<file path="config.mk">
export PLATFORM = sky130hd
export DESIGN_NAME = rtcu_update_core
export DESIGN_NICKNAME = d
export VERILOG_FILES = /design/src/hw/rtcu_pkg.sv /design/src/hw/rtcu_time_inc.sv /design/src/hw/rtcu_update_core.sv
export SDC_FILE = /design/constraint.sdc
export NUM_CORES = 1
export LEC_CHECK = 0
export BUFFER_PORTS_ARGS = -buffer_cell sky130_fd_sc_hd__buf_2
export CAP_MARGIN = 20
export CORE_ASPECT_RATIO = 1.25
export CORE_MARGIN = 5
export CORE_UTILIZATION = 52
export CTS_BUF_LIST = sky130_fd_sc_hd__clkbuf_4
export DETAILED_ROUTE_END_ITERATION = 7
export GPL_ROUTABILITY_DRIVEN = 0
export GPL_TIMING_DRIVEN = 0
export PLACE_DENSITY = 0.79
export SETUP_SLACK_MARGIN = 0.3
export SLEW_MARGIN = 20
export SYNTH_ARGS = -nofsm -noshare
export SYNTH_HDL_FRONTEND = slang
export SYNTH_SLANG_ARGS = --single-unit
</file>
<file path="constraint.sdc">
create_clock -name clk -period 6.16 [get_ports clk]
set_input_delay 0.308 -clock clk [delete_from_list [all_inputs] [get_ports clk]]
set_output_delay 0.308 -clock clk [all_outputs]
set_load 0.02 [all_outputs]
</file>
<file path="src/hw/rtcu_pkg.sv">
package rtcu_pkg;
   // ----------------------------------------------------------------
   // timing
   // ----------------------------------------------------------------
   localparam int CLK_PERIOD_NS        = 25;
   localparam int SECOND_NS            = 1000000000;
   localparam int SECOND_CYCLES        = SECOND_NS / CLK_PERIOD_NS;
   localparam int PRE_UPDATE_DELAY_NS  = 244000;
   // least time: round up to whole cycles
   localparam int PRE_UPDATE_CYCLES    = (PRE_UPDATE_DELAY_NS + CLK_PERIOD_NS - 1) / CLK_PERIOD_NS;

   // ----------------------------------------------------------------
   // register byte offsets
   // ----------------------------------------------------------------
   localparam logic [7:0] ADDR_SECONDS   = 8'h00;
   localparam logic [7:0] ADDR_MINUTES   = 8'h04;
   localparam logic [7:0] ADDR_HOURS     = 8'h08;
   localparam logic [7:0] ADDR_ALM_SEC   = 8'h0c;
   localparam logic [7:0] ADDR_ALM_MIN   = 8'h10;
   localparam logic [7:0] ADDR_ALM_HOUR  = 8'h14;
   localparam logic [7:0] ADDR_CONTROL   = 8'h18;
   localparam logic [7:0] ADDR_IRQ_STAT  = 8'h1c;
   localparam logic [7:0] ADDR_IRQ_EN    = 8'h20;
   localparam logic [7:0] ADDR_IRQ_CLR   = 8'h24;

   // ----------------------------------------------------------------
   // fields and reset values
   // ----------------------------------------------------------------
   localparam int CTRL_FREEZE_BIT      = 0;
   localparam int CTRL_UIP_BIT         = 7;
   localparam int FLAG_PERIODIC_BIT    = 0;
   localparam int FLAG_ALARM_BIT       = 1;
   localparam int FLAG_UPDATE_BIT      = 2;
   localparam int FLAG_SUMMARY_BIT     = 7;
   localparam int FLAG_COUNT           = 3;
   localparam logic [1:0] DONT_CARE_CODE = 2'h3;
   localparam logic [7:0] SEC_LAST     = 8'h3b;
   localparam logic [7:0] MIN_LAST     = 8'h3b;
   localparam logic [7:0] HOUR_LAST    = 8'h17;
   localparam logic [7:0] BYTE_RESET   = 8'h00;
   localparam logic [2:0] FLAGS_RESET  = 3'h0;

   // ----------------------------------------------------------------
   // types
   // ----------------------------------------------------------------
   typedef struct packed {
      logic [7:0] hour;
      logic [7:0] min;
      logic [7:0] sec;
   } rtcu_time_type;

   localparam rtcu_time_type TIME_RESET = '{hour: 8'h00, min: 8'h00, sec: 8'h00};

   typedef enum logic [1:0] {
      ST_IDLE = 2'b00,
      ST_PRE  = 2'b01,
      ST_DONE = 2'b10
   } rtcu_state_type;
endpackage : rtcu_pkg

</file>
<file path="src/hw/rtcu_time_inc.sv">
`timescale 1ns/1ps
module rtcu_time_inc
(
   // time in and out
   input  rtcu_pkg::rtcu_time_type curTime,
   output rtcu_pkg::rtcu_time_type next_time
);
   // ----------------------------------------------------------------
   // binary seconds, minutes, hours with carry
   // ----------------------------------------------------------------
   always_comb
   begin
      next_time = curTime;
      if (curTime.sec >= rtcu_pkg::SEC_LAST)
      begin
         next_time.sec = 8'h00;
         if (curTime.min >= rtcu_pkg::MIN_LAST)
         begin
            next_time.min = 8'h00;
            if (curTime.hour >= rtcu_pkg::HOUR_LAST)
               next_time.hour = 8'h00;
            else
               next_time.hour = curTime.hour + 8'h01;
         end
         else
            next_time.min = curTime.min + 8'h01;
      end
      else
         next_time.sec = curTime.sec + 8'h01;
   end
endmodule : rtcu_time_inc

</file>
<file path="src/hw/rtcu_update_core.sv">
// Operation
// - one update cycle every second, always
// - freeze holds user copy, internal keeps counting
// - alarm when all three bytes match/don't-care
// - update-ended flag each cycle, data stable
// - in-progress pulses; transfer one delay later
// - in-progress only between periodic flag settings
// - status read clears flags and summary
// - flags set regardless of enable bits
//
// The register offsets and the APB slave port were chosen for this implementation.
`timescale 1ns/1ps
module rtcu_update_core
#(
   parameter int SEC_CYCLES = rtcu_pkg::SECOND_CYCLES,
   parameter int PRE_CYCLES = rtcu_pkg::PRE_UPDATE_CYCLES
)
(
   // clock and reset
   input  wire logic        clk,
   input  wire logic        rst,
   // apb slave
   input  wire logic [7:0]  paddr,
   input  wire logic        psel,
   input  wire logic        penable,
   input  wire logic        pwrite,
   input  wire logic [31:0] pwdata,
   output logic      [31:0] prdata,
   output logic             pready,
   output logic             pslverr,
   // interrupt
   output logic             irq
);
   // ----------------------------------------------------------------
   // state
   // ----------------------------------------------------------------
   rtcu_pkg::rtcu_time_type  userTime;
   rtcu_pkg::rtcu_time_type  coreTime;
   rtcu_pkg::rtcu_time_type  userAlarm;
   rtcu_pkg::rtcu_time_type  coreAlarm;
   rtcu_pkg::rtcu_time_type  incTime;
   rtcu_pkg::rtcu_time_type  next_userTime;
   rtcu_pkg::rtcu_time_type  next_userAlarm;
   rtcu_pkg::rtcu_state_type state;
   logic [31:0] secCnt;
   logic [31:0] preCnt;
   logic [31:0] uipAge;
   logic        freeze;
   logic        updateInProgress;
   logic [2:0]  flags;
   logic [2:0]  flagSnap;
   logic [2:0]  irqEn;
   logic [2:0]  flagSet;
   logic [2:0]  flagClr;
   logic        tick;
   logic        xferNow;
   logic        alarmHit;
   logic        setupPh;
   logic        wrEn;
   logic        rdEn;
   logic        wrTime;
   logic        wrAlarm;
   logic        wrCtrl;
   logic        unfreeze;
   logic        mapped;
   logic [31:0] rdMux;

   assign setupPh = psel && !penable;
   assign wrEn    = psel && penable && pready && pwrite;
   assign rdEn    = psel && penable && pready && !pwrite;
   assign wrTime  = wrEn && (paddr == rtcu_pkg::ADDR_SECONDS || paddr == rtcu_pkg::ADDR_MINUTES
                             || paddr == rtcu_pkg::ADDR_HOURS);
   assign wrAlarm = wrEn && (paddr == rtcu_pkg::ADDR_ALM_SEC || paddr == rtcu_pkg::ADDR_ALM_MIN
                             || paddr == rtcu_pkg::ADDR_ALM_HOUR);
   assign wrCtrl  = wrEn && paddr == rtcu_pkg::ADDR_CONTROL;
   assign unfreeze = wrCtrl && freeze && !pwdata[rtcu_pkg::CTRL_FREEZE_BIT];

   // ----------------------------------------------------------------
   // one-second timebase and update sequence
   // ----------------------------------------------------------------
   assign tick    = secCnt == 32'(SEC_CYCLES - 1);
   assign xferNow = state == rtcu_pkg::ST_PRE && preCnt == 32'(PRE_CYCLES - 1);

   always_ff @(posedge clk or posedge rst)
   begin
      if (rst)
         secCnt <= 32'h0;
      else if (tick)
         secCnt <= 32'h0;
      else
         secCnt <= secCnt + 32'h1;
   end

   always_ff @(posedge clk or posedge rst)
   begin
      if (rst)
      begin
         state  <= rtcu_pkg::ST_IDLE;
         preCnt <= 32'h0;
      end
      else
      begin
         case (state)
            rtcu_pkg::ST_IDLE:
            begin
               preCnt <= 32'h0;
               if (tick)
                  state <= rtcu_pkg::ST_PRE;
            end
            rtcu_pkg::ST_PRE:
            begin
               preCnt <= preCnt + 32'h1;
               if (xferNow)
                  state <= rtcu_pkg::ST_DONE;
            end
            default:
               state <= rtcu_pkg::ST_IDLE;
         endcase
      end
   end

   // in-progress rises with the periodic flag and falls well before the next one
   always_ff @(posedge clk or posedge rst)
   begin
      if (rst)
         updateInProgress <= 1'b0;
      else if (tick)
         updateInProgress <= 1'b1;
      else if (state == rtcu_pkg::ST_DONE)
         updateInProgress <= 1'b0;
   end

   rtcu_time_inc u_inc
   (
      .curTime   (coreTime),
      .next_time (incTime)
   );

   // ----------------------------------------------------------------
   // double-buffered time and alarm
   // ----------------------------------------------------------------
   always_comb
   begin
      next_userTime  = userTime;
      next_userAlarm = userAlarm;
      if (paddr == rtcu_pkg::ADDR_SECONDS)
         next_userTime.sec = pwdata[7:0];
      else if (paddr == rtcu_pkg::ADDR_MINUTES)
         next_userTime.min = pwdata[7:0];
      else if (paddr == rtcu_pkg::ADDR_HOURS)
         next_userTime.hour = pwdata[7:0];
      if (paddr == rtcu_pkg::ADDR_ALM_SEC)
         next_userAlarm.sec = pwdata[7:0];
      else if (paddr == rtcu_pkg::ADDR_ALM_MIN)
         next_userAlarm.min = pwdata[7:0];
      else if (paddr == rtcu_pkg::ADDR_ALM_HOUR)
         next_userAlarm.hour = pwdata[7:0];
   end

   // unfreeze outranks a coinciding transfer: the host's set value wins, at the cost of one second
   always_ff @(posedge clk or posedge rst)
   begin
      if (rst)
         coreTime <= rtcu_pkg::TIME_RESET;
      else if (unfreeze)
         coreTime <= userTime;
      else if (xferNow)
         coreTime <= incTime;
      else if (wrTime && !freeze)
         coreTime <= next_userTime;
   end

   always_ff @(posedge clk or posedge rst)
   begin
      if (rst)
         userTime <= rtcu_pkg::TIME_RESET;
      else if (wrTime)
         userTime <= next_userTime;
      else if (xferNow && !freeze)
         userTime <= incTime;
   end

   always_ff @(posedge clk or posedge rst)
   begin
      if (rst)
      begin
         userAlarm <= rtcu_pkg::TIME_RESET;
         coreAlarm <= rtcu_pkg::TIME_RESET;
      end
      else
      begin
         if (wrAlarm)
            userAlarm <= next_userAlarm;
         if (unfreeze)
            coreAlarm <= userAlarm;
         else if (wrAlarm && !freeze)
            coreAlarm <= next_userAlarm;
      end
   end

   always_ff @(posedge clk or posedge rst)
   begin
      if (rst)
         freeze <= 1'b0;
      else if (wrCtrl)
         freeze <= pwdata[rtcu_pkg::CTRL_FREEZE_BIT];
   end

   // compared against the freshly advanced internal time
   assign alarmHit = (coreAlarm.sec[7:6] == rtcu_pkg::DONT_CARE_CODE || coreAlarm.sec == coreTime.sec)
                  && (coreAlarm.min[7:6] == rtcu_pkg::DONT_CARE_CODE || coreAlarm.min == coreTime.min)
                  && (coreAlarm.hour[7:6] == rtcu_pkg::DONT_CARE_CODE || coreAlarm.hour == coreTime.hour);

   // ----------------------------------------------------------------
   // event flags and interrupt
   // ----------------------------------------------------------------
   always_comb
   begin
      flagSet = 3'h0;
      flagSet[rtcu_pkg::FLAG_PERIODIC_BIT] = tick;
      flagSet[rtcu_pkg::FLAG_ALARM_BIT]    = state == rtcu_pkg::ST_DONE && alarmHit;
      flagSet[rtcu_pkg::FLAG_UPDATE_BIT]   = state == rtcu_pkg::ST_DONE;
      flagClr = 3'h0;
      if (rdEn && paddr == rtcu_pkg::ADDR_IRQ_STAT)
         flagClr = flagSnap;
      else if (wrEn && paddr == rtcu_pkg::ADDR_IRQ_CLR)
         flagClr = pwdata[2:0];
   end

   // only bits already latched for the read are cleared; a new event wins over the clear
   always_ff @(posedge clk or posedge rst)
   begin
      if (rst)
         flags <= rtcu_pkg::FLAGS_RESET;
      else
         flags <= (flags & ~flagClr) | flagSet;
   end

   always_ff @(posedge clk or posedge rst)
   begin
      if (rst)
         irqEn <= rtcu_pkg::FLAGS_RESET;
      else if (wrEn && paddr == rtcu_pkg::ADDR_IRQ_EN)
         irqEn <= pwdata[2:0];
   end

   always_ff @(posedge clk or posedge rst)
   begin
      if (rst)
         irq <= 1'b0;
      else
         irq <= |(flags & irqEn);
   end

   // ----------------------------------------------------------------
   // apb slave: one wait state, data latched in setup
   // ----------------------------------------------------------------
   always_comb
   begin
      rdMux  = 32'h0;
      mapped = 1'b1;
      if (paddr == rtcu_pkg::ADDR_SECONDS)
         rdMux[7:0] = userTime.sec;
      else if (paddr == rtcu_pkg::ADDR_MINUTES)
         rdMux[7:0] = userTime.min;
      else if (paddr == rtcu_pkg::ADDR_HOURS)
         rdMux[7:0] = userTime.hour;
      else if (paddr == rtcu_pkg::ADDR_ALM_SEC)
         rdMux[7:0] = userAlarm.sec;
      else if (paddr == rtcu_pkg::ADDR_ALM_MIN)
         rdMux[7:0] = userAlarm.min;
      else if (paddr == rtcu_pkg::ADDR_ALM_HOUR)
         rdMux[7:0] = userAlarm.hour;
      else if (paddr == rtcu_pkg::ADDR_CONTROL)
      begin
         rdMux[rtcu_pkg::CTRL_FREEZE_BIT] = freeze;
         rdMux[rtcu_pkg::CTRL_UIP_BIT]    = updateInProgress;
      end
      else if (paddr == rtcu_pkg::ADDR_IRQ_STAT)
      begin
         rdMux[2:0] = flags;
         rdMux[rtcu_pkg::FLAG_SUMMARY_BIT] = |(flags & irqEn);
      end
      else if (paddr == rtcu_pkg::ADDR_IRQ_EN)
         rdMux[2:0] = irqEn;
      else if (paddr == rtcu_pkg::ADDR_IRQ_CLR)
         rdMux = 32'h0;
      else
         mapped = 1'b0;
   end

   always_ff @(posedge clk or posedge rst)
   begin
      if (rst)
      begin
         prdata   <= 32'h0;
         pslverr  <= 1'b0;
         flagSnap <= rtcu_pkg::FLAGS_RESET;
      end
      else if (setupPh)
      begin
         prdata   <= pwrite ? 32'h0 : rdMux;
         pslverr  <= !mapped;
         flagSnap <= flags;
      end
   end

   always_ff @(posedge clk or posedge rst)
   begin
      if (rst)
         pready <= 1'b0;
      else
         pready <= psel && penable && !pready;
   end

   // ----------------------------------------------------------------
   // checks
   // ----------------------------------------------------------------
   always_ff @(posedge clk or posedge rst)
   begin
      if (rst)
         uipAge <= 32'h0;
      else if (!updateInProgress)
         uipAge <= 32'h0;
      else
         uipAge <= uipAge + 32'h1;
   end
endmodule : rtcu_update_core

</file>
# After elaboration in Yosys (flattened, before gate mapping)
# Cells that the tools add are included.
totals:
  ff_bits: 208
classes:
  n_addsub: 5
  order_cmp: 3
  n_eq_ne: 21
  mux: 54
  bitwise_logic: 4
  reduce_logical: 43
op_table:
  columns: ["cell", "count"]
  rows:
  - ["2-to-1 mux 24 bit", 7]
  - ["2-to-1 mux 8 bit", 19]
  - ["adder 32 x 1 -> 32 bit, second input constant", 2]
  - ["case mux 32 bit (2 select lines)", 1]
  - ["2-to-1 mux 16 bit", 3]
  - ["equality test 32 x 14 -> 1 bit, second input constant", 1]
  - ["equality test 32 x 26 -> 1 bit, second input constant", 1]
  - ["equality test 8 x 5 -> 1 bit, second input constant", 4]
  - ["2-to-1 mux 32 bit", 1]
  - ["adder 8 x 1 -> 8 bit, second input constant", 3]
  - ["equality test 8 bit", 3]
  - ["logical AND 1 bit", 21]
  - ["equality test 8 x 4 -> 1 bit, second input constant", 2]
  - ["equality test 8 x 6 -> 1 bit, second input constant", 2]
  - [">= comparator 8 x 6 -> 1 bit, second input constant", 2]
  - ["2-to-1 mux 1 bit", 15]
  - ["2-to-1 mux 3 bit", 4]
  - ["equality test 2 bit, second input constant", 4]
  - ["equality test 8 x 3 -> 1 bit, second input constant", 1]
  - [">= comparator 8 x 5 -> 1 bit, second input constant", 1]
  - ["logical NOT 8 bit", 1]
  - ["nonzero test 2 bit", 4]
  - ["logical OR 1 bit", 7]
  - ["AND 3 bit", 2]
  - ["11 further kinds", 19]

# Depth between registers and ports, before layout
# Gate-level depths: netlist of the first run.
logic_depth:
  word_depth: 12
  depth_mapped: 9
  depth_no_buf: 8

# By module
# From an unflattened synthesis of the first run, not the netlist that was laid out.
unflattened:
  cells_unflattened: 1161
  area_unflattened_um2: 11111.9
by_module_without_submodules:
  columns: ["module", "instances", "cells_each", "area_each_um2", "seq_area_each_um2"]
  rows:
  - ["rtcu_update_core", 1, 1078, 10587.7, 4604.4]
  - ["rtcu_time_inc", 1, 83, 524.3, 0.0]

# Worst setup path after synthesis of the first run
# No wires, ideal clock.
synth_timing:
  path_type: "register to register"
  startpoint: "reg preCnt[12]"
  endpoint: "reg userTime[13] (netlist bit)"
  setup_time_ns: 0.132
  arrival_time_ns: 2.094
  slack_ns: 3.935
  stages_incl_launch_ff: 9
  path_buffers: 2
  synth_period_minus_slack_ns: 2.225
  cell_sequence: "dfrtp_1 > or4b_4 > nor4_4 > nand3_2 > inv_2 > and2_1 > buf_4 > buf_4 > a211oi_1"
synth_via:
  elab_chain_cells: 4
synth_rtl:
  columns: ["element", "line", "text"]
  rows:
  - ["start: declaration", "rtcu_update_core.sv:46", "logic [31:0] preCnt;"]
  - ["start signal: assignment", "rtcu_update_core.sv:112", "preCnt <= preCnt + 32'h1;"]
  - ["equality test 32 x 14 -> 1 bit", "rtcu_update_core.sv:82", "assign xferNow = state == rtcu_pkg::ST_PRE && preCnt == 32'(PRE_CYCLES - 1);"]
  - ["logical AND 1 bit", "rtcu_update_core.sv:82", null]
  - ["logical AND 1 bit", "rtcu_update_core.sv:179", "else if (xferNow && !freeze)"]
  - ["nonzero test 2 bit (no source line)", null, null]
  - ["end signal: assignment", "rtcu_update_core.sv:176", "userTime <= rtcu_pkg::TIME_RESET;"]
  - ["end signal: assignment", "rtcu_update_core.sv:178", "userTime <= next_userTime;"]
  - ["end signal: assignment", "rtcu_update_core.sv:180", "userTime <= incTime;"]
  - ["end: declaration", "rtcu_update_core.sv:37", "rtcu_pkg::rtcu_time_type userTime;"]
# Every way passes these cells.
# A chain may end at the register's enable or synchronous reset.

# Final worst setup path of the first run
layout_timing:
  startpoint: "reg coreTime[0] (netlist bit)"
  endpoint: "reg coreTime[2] (netlist bit)"
layout_via:
  elab_chain_cells: 4
  elab_cells_between_ends: 5
  cone_classes: "add/sub: 1; order compare: 1; mux: 3"
layout_rtl:
  columns: ["element", "line", "text"]
  rows:
  - ["start: declaration", "rtcu_update_core.sv:38", "rtcu_pkg::rtcu_time_type coreTime;"]
  - ["start signal: assignment", "rtcu_update_core.sv:164", "coreTime <= rtcu_pkg::TIME_RESET;"]
  - ["start signal: assignment", "rtcu_update_core.sv:166", "coreTime <= userTime;"]
  - ["start signal: assignment", "rtcu_update_core.sv:168", "coreTime <= incTime;"]
  - ["adder 8 x 1 -> 8 bit / >= comparator 8 x 6 -> 1 bit (equally long branches)", "rtcu_time_inc.sv:29, rtcu_time_inc.sv:14", null]
  - ["2-to-1 mux 8 bit *", "rtcu_time_inc.sv:14", "if (curTime.sec >= rtcu_pkg::SEC_LAST)"]
  - ["2-to-1 mux 24 bit *", "rtcu_update_core.sv:167", "else if (xferNow)"]
  - ["2-to-1 mux 24 bit *", "rtcu_update_core.sv:165", "else if (unfreeze)"]
# Mark *: on every way between the ends. The rest lies on a longest branch, timed or not.

==> metrics, run 1 <==
kind of critical path register to register; Hold Crit Class input pin to register; H-tree depth 4; hpwl dp 20800 um; clk_skew 0.0254 ns; Final nets 1216; layout cell share with drive strength beyond 1 12.0%; CTS Buf Count 17; vias in the first global route 8719; Final Util 57.7%; critical path launch point type register; Initial DRC Count 1182; fmax 354 MHz; port bufs 26; clock tree buffer depth 2; pwr/cell area 187 nW/um2; Die Ht 165 um; routed len/inst 20.3 um; Cells on Worst Hold Path 3; Leak 4.93 nW; clk slew on worst S/H paths 0.16 ns; Vias 8924; DRC viols 25; failing checks DRC; Crit path top cell by count clkbuf_1; Ports 80; origin of the critical flop-to-flop path coreTime[0]; fillers 1680; Seq/Total Area, Yosys 46.0%; Hold Crit Start pwdata[5]; wire length on met2 13400 um; total grt overflow 0; RSZ-0062 raised after global routing no; Final Max Slew Viols 0; GRT Util Overall 26.5%; worst hold endpoint coreTime[13]; CP max stage delay 0.52 ns; met3 routed wirelength 2590 um; first-pass GRT wire length 46100 um; worst path cell trace ha_1, o2111ai_1, and2_1, clkbuf_1, clkbuf_1, nand2_1, a211oi_1, mux2_2; Post-Syn Area 10000 um2; top sig layer met5; setup tns final 0 ns; fin crit share 45.8%; outcome finished, violations left; worst-skew pair later-pin latency 0.63 ns; worst r2r path cells 8; DRT Wirelength 28700 um; worst ir drop on vdd 0.000151 V; # resized after CTS 0; slew at the pin with the worst max-slew slack 1.06 ns; core box area 18800 um2; Synth Instances 1094; Primary FF master, synth dfrtp_1; slowest CP cell dfrtp_1; Unique masters post-synth 76; Worst Path Max Fanout 10; post-layout min period 2.82 ns; critical path endpoint category register; hold_buf cts 3; Syn Area/Cell 9.16 um2; Arr. time, crit path 3.39 ns; largest net degree at the start of global routing 95; vias per cell 6.32; initial antenna violation count 2; Initial Util 53.2%; max capacitance violation total 0; hold_ws 0.100 ns; reg2reg end coreTime[2]; clock sinks 184; Required @ worst endpoint 6.73 ns; drt pass-1 iters 8; row count 56; asr flop ratio synth 100%; post-route antenna net violation count 0; CTS tree built; DIE AREA 22200 um2; met1 wire length 10900 um; Area Overhead vs Synth 8.45%; Syn. warnings 0; Setup Fix Bufs, Post-CTS 0; relative max-transition margin 29.1%; final number of setup-violating endpoints 0; CTS Root Cell clkbuf_4; number of synthesized flops with an enable pin 0; Reg2Reg Setup Slack 3.34 ns; Die W 134 um; Hold Fails Final Rpt 0; #FFs+latches synth 184
-- synthesized netlist by cell type, types with 3 or more instances --
| library cell | count | share of area [%] |
|---|---|---|
| nand4_1 | 18 | 1.1 |
| and3_1 | 16 | 1.0 |
| o21ai_0 | 48 | 2.4 |
| nand2_1 | 141 | 5.3 |
| nor4_1 | 20 | 1.2 |
| o21ai_1 | 3 | 0.15 |
| nor2_1 | 123 | 4.6 |
| or3_1 | 7 | 0.44 |
| o31ai_1 | 5 | 0.37 |
| or4_1 | 6 | 0.45 |
| buf_4 | 28 | 2.1 |
| xnor2_1 | 32 | 2.8 |
| a22o_1 | 5 | 0.44 |
| a221oi_1 | 3 | 0.26 |
| mux2i_1 | 7 | 0.70 |
| a21oi_1 | 52 | 2.6 |
| a21o_1 | 7 | 0.52 |
| a22oi_1 | 33 | 2.5 |
| a211oi_1 | 15 | 1.1 |
| and2_1 | 5 | 0.31 |
| inv_1 | 19 | 0.71 |
| and4_1 | 8 | 0.70 |
| o22ai_1 | 21 | 1.3 |
| nor2b_1 | 4 | 0.25 |
| xor2_1 | 46 | 4.0 |
| nand3_1 | 58 | 2.9 |
| a32oi_1 | 4 | 0.35 |
| a31oi_1 | 5 | 0.31 |
| ha_1 | 5 | 0.62 |
| nor3_1 | 23 | 1.1 |
| dfrtp_1 | 184 | 46 |
| a222oi_1 | 4 | 0.40 |
| buf_2 | 7 | 0.35 |
| clkbuf_1 | 39 | 1.5 |
| mux2_2 | 27 | 3.0 |
| buf_6 | 4 | 0.45 |
| o221ai_1 | 8 | 0.70 |
-- routing by layer --
metal	GRT usage, %	vias up
met1	32.9	4199
met3	5.82	132
met2	42.8	548
met5	0	-
met4	15.7	2
li1	-	4043
-- stage by stage --
step                      setup WS, ns  area (um2)  power (W)  cells
after floorplan                  0.852       10100    0.00133   1117
after global placement           -1.10       10500    0.00137   1375
after detailed placement          3.20       10600    0.00138   1376
after CTS                         3.39       10900    0.00204   1411
after global routing              3.17       10900    0.00211   1412
final                             3.34       10900    0.00203   1412
-- how the worst max path moves through the flow --
stage                start      endpoint  slack, ns  cells after the start
4_1_cts          secCnt[0]     secCnt[7]       3.39                      7
3_3_place_gp           rst     prdata[5]      -1.10                      2
3_5_place_dp      paddr[2]     prdata[1]       3.20                      7
2_1_floorplan          rst  coreAlarm[0]       0.85                      1
5_1_grt          secCnt[0]    secCnt[11]       3.17                      7
6_report       coreTime[0]   coreTime[2]       3.34                      8
-- sequential cells by signal, summed over array words and instances, names as in the netlist --
name and flops:
coreAlarm 24, coreTime 24, flagSnap 3, flags 3
freeze 1, irq 1, irqEn 3, prdata 8
preCnt 32, pready 1, pslverr 1, secCnt 32
state 2, updateInProgress 1, userAlarm 24, userTime 24
-- cells by family (layout without fill, tap and decap cells) --
family	after synthesis	after routing	synth area share, %
and+or+nand+nor	459	459	22.4
AOI/OAI and AO/OA	233	233	15.3
DFF	184	184	46.0
buffers and inverters	100	162	5.18
xor gates and xnor gates	78	78	6.82
muxes	34	34	3.73
adders and majority gates	5	5	0.624
other	1	25	0.0374
-- area by class of cell --
class	count	area [um2]	area share [%]
diodes	1	2.50	0.0230
plain buffers	80	444	4.09
clock buffers	18	135	1.24
clock inverters	14	138	1.27
inverters	20	82.6	0.760
multi-input cells	833	4980	45.8
flip-flops and latches	184	4600	42.4
well taps	232	290	2.67
repair buffers	30	188	1.73
-- placed cells by master, fill, tap and decap left out, types with 28 or more instances in the layout --
cell type	n
dfrtp_1	184
nand2_1	141
nor2_1	123
nand3_1	58
a21oi_1	52
o21ai_0	48
xor2_1	46
clkbuf_1	39
buf_2	33
a22oi_1	33
xnor2_1	32
buf_4	28
-- worst max-delay path, delay by kind of cell, from the launching register on --
kind / cells / cell delay [ns]
compound gates: 2 / 0.64
fa+ha+maj: 1 / 0.29
buf+inv: 2 / 0.81
flops: 1 / 0.52
mux: 1 / 0.18
simple gates: 2 / 0.33
-- power breakdown --
group / switching (W) / internal (W)
Clock: 0.000451 / 0.000217
Combinational: 0.000103 / 0.0000380
Sequential: 0.00000728 / 0.00121
Total: 0.000561 / 0.00147
Note: power is estimated with default switching activity, not from simulation.
==> run 2: changes to the inputs <==
--- a/config.mk
+++ b/config.mk
@@ -14,7 +14,7 @@
 export DETAILED_ROUTE_END_ITERATION = 7
 export GPL_ROUTABILITY_DRIVEN = 0
 export GPL_TIMING_DRIVEN = 0
-export PLACE_DENSITY = 0.79
+export PLACE_DENSITY = 0.81
 export SETUP_SLACK_MARGIN = 0.3
 export SLEW_MARGIN = 20
 export SYNTH_ARGS = -nofsm -noshare
==> constraint.sdc (replaced) <==
create_clock -name clk -period 2.5 [get_ports clk]
set_input_delay 0.125 -clock clk [delete_from_list [all_inputs] [get_ports clk]]
set_output_delay 0.125 -clock clk [all_outputs]
set_load 0.02 [all_outputs]
==> run 2 against run 1 <==
Effect of this change:
- the flow still finishes with violations (DRC)
- sequential power grew 150%
- sequential share of layout area down 4.7 points
- worst hold slack got worse by 0.080 ns
- combinational power rose to 2.9 times the previous value
- cell count increased by 4.6%
- fmax grew 15%
- via count up 9.9%
- design area grew 13%
==> metrics, run 2 (same netlist as run 1, synthesis figures left out) <==
critical path launch point type register; placed insts 1381 (+0.36%); Hold Fails Final Rpt 0 (unchanged); vias in the first global route 9153 (+5.0%); failing checks DRC; Worst Path Max Fanout 8 (-2); Area Overhead vs Synth 22.3%; largest net degree at the start of global routing 35 (-63%); Final Util 65.0% (+7.3 points); power share of the clock group 34.2% (+1.3 points); clk slew on worst S/H paths 0.18 ns (+0.02 ns); worst-skew pair later-pin latency 0.62 ns (about the same); fin crit share 98.0% (+52 points); Regs by FF count preCnt (32), secCnt (32); DRC viols 42 (+68%); relative max-transition margin 26.3% (-2.8 points); final number of setup-violating endpoints 0 (unchanged); RSZ-0062 raised after global routing yes; kind of critical path register to register; Final Max Slew Viols 0 (unchanged); Die Ht 165 um (unchanged); slew at the pin with the worst max-slew slack 1.10 ns (+0.0373 ns); total grt overflow 0 (unchanged); max capacitance violation total 0 (unchanged); hold_ws 0.0202 ns (-0.0800 ns); most common cell after layout, fill and taps aside dfrtp_1; drt pass-1 iters 8 (unchanged); Gate power share 7.7% (+0.8 points); Final nets 1281 (+5.3%); placed cell area 10700 um2 (+0.88%); initial antenna violation count 1 (-1); fmax 408 MHz (+15%); pwr/cell area 424 nW/um2 (+130%); DIE AREA 22200 um2 (unchanged); Vias 9807 (+9.9%); Hold Crit Class input pin to register; Final Non-Filler Cells 1477 (+4.6%); slowest CP cell or4_4; first-pass GRT wire length 49500 um (+7.4%); Ports 80 (unchanged); Arr. time, crit path 2.95 ns (-0.44 ns); CTS tree built; Initial DRC Count 1579 (+34%); Leak 5.54 nW (+12%); post-layout min period 2.45 ns (-0.372 ns); port bufs 26 (unchanged); Reg power frac 58.0% (-2.1 points); routed len/inst 22.6 um (+11%); clock sinks 184 (unchanged); DRT Wirelength 33400 um (+16%); clock tree buffer depth 2 (unchanged); CTS Root Cell clkbuf_4; vias per cell 6.64 (+5.1%); layout cell share with drive strength beyond 1 23.1% (+11 points); most frequent cells in the layout 179 x dfrtp_1, 136 x nand2_1, 115 x nor2_1, 59 x buf_4, 55 x nand3_1; sw frac 29.3% (+1.7 points); critical path endpoint category register; clk_skew 0.0238 ns (-0.00163 ns); Psw 0.00152 W (+170%); worst ir drop on vdd 0.000328 V (+120%); outcome finished, violations left; H-tree depth 4 (unchanged); hpwl dp 21100 um (+1.6%); row count 56 (unchanged); Final Cell Area 12200 um2 (+13%); Die W 134 um (unchanged); Initial Util 53.2% (unchanged); fillers 1391 (-17%); core box area 18800 um2 (unchanged); CTS Buf Count 17 (unchanged); CP max stage delay 0.56 ns (+0.04 ns); GRT Util Overall 28.6% (+2.1 points); post-route antenna net violation count 0 (unchanged); worst path cell trace or4_4, nor4_4, buf_4, nand3_4, buf_8, nand4_1, a21oi_2, a311oi_2; Required @ worst endpoint 3.00 ns (-3.73 ns); Pint 0.00367 W (+150%)
==> run 2: changes by cell type in the layout (fill, tap and decap cells not counted), sizes merged <==
| cell | change |
|---|---|
| buf | +57 |
| clkinv | +3 |
| clkbuf | -2 |
| inv | -4 |
| clkinvlp | +2 |
| dlygate4sd3 | +9 |
==> run 2: cell type report <==
class                   count  area (um2)  share of cell area [%]
diodes                      1        2.50                  0.0204
clock buffers              17         128                    1.04
multi-input cells         833        5510                    45.0
inverters                  20        83.8                   0.684
flip-flops and latches    184        4610                    37.6
plain buffers              80         539                    4.40
clock inverters            15         186                    1.52
repair buffers             95         901                    7.35
well taps                 232         290                    2.37
==> run 2: layer usage <==
metal | global-route usage (%) | share of wire [%]
met1 | 35.7 | 35
met2 | 45.7 | 45
met3 | 7.33 | 12
met4 | 16.1 | 8.1
met5 | 0 | 0
==> run 2: power groups by stage <==
stage	clock network (W)	registers, W	logic [W]
floorplan	0	0.00306	0.000218
global placement	0	0.00307	0.000323
detailed placement	0	0.00306	0.000352
CTS	0.00178	0.00301	0.000369
global route	0.00191	0.00301	0.000429
finish	0.00178	0.00301	0.000402
==> run 2: metrics by stage <==
step	setup slack (ns)	power, W	TNS [ns]
2_1_floorplan	0.0105	0.00328	0
3_3_place_gp	-1.09	0.00339	-202.94
3_5_place_dp	-0.322	0.00342	-7.05
4_1_cts	0.142	0.00515	0
5_1_grt	-0.0244	0.00535	-0.0641
6_report	0.0511	0.00519	0
==> run 2: worst paths after layout <==
kind,slack [ns],cells past startpoint,startpoint,end
max in group asynchronous,0.80,8,rst,coreTime[17]
min in group asynchronous,0.54,4,rst,preCnt[20]
hold reg to reg,0.49,2,prdata[4],prdata[4]
hold / removal,0.02,3,psel,flagSnap[1]
setup / recovery,0.05,8,preCnt[17],coreTime[20]
setup reg to reg,0.05,8,preCnt[17],coreTime[20]
==> run 2: timing repair <==
| item | in CTS | in global routing |
|---|---|---|
| setup endpoints to repair | 101 | 97 |
| cloned | 1 | 3 |
| hold endpoints to repair | 141 | 0 |
| pin swaps | 28 | 23 |
| hold buffers | 12 | 0 |
| buffers inserted | 29 | 18 |
| resized for setup | 68 | 94 |
==> run 2: worst max-delay path, delay by kind of cell (launching register included) <==
family	cells	cell delay (ns)
simple gates	4	1.13
buf+inv	2	0.43
flops	1	0.42
compound gates	2	0.33
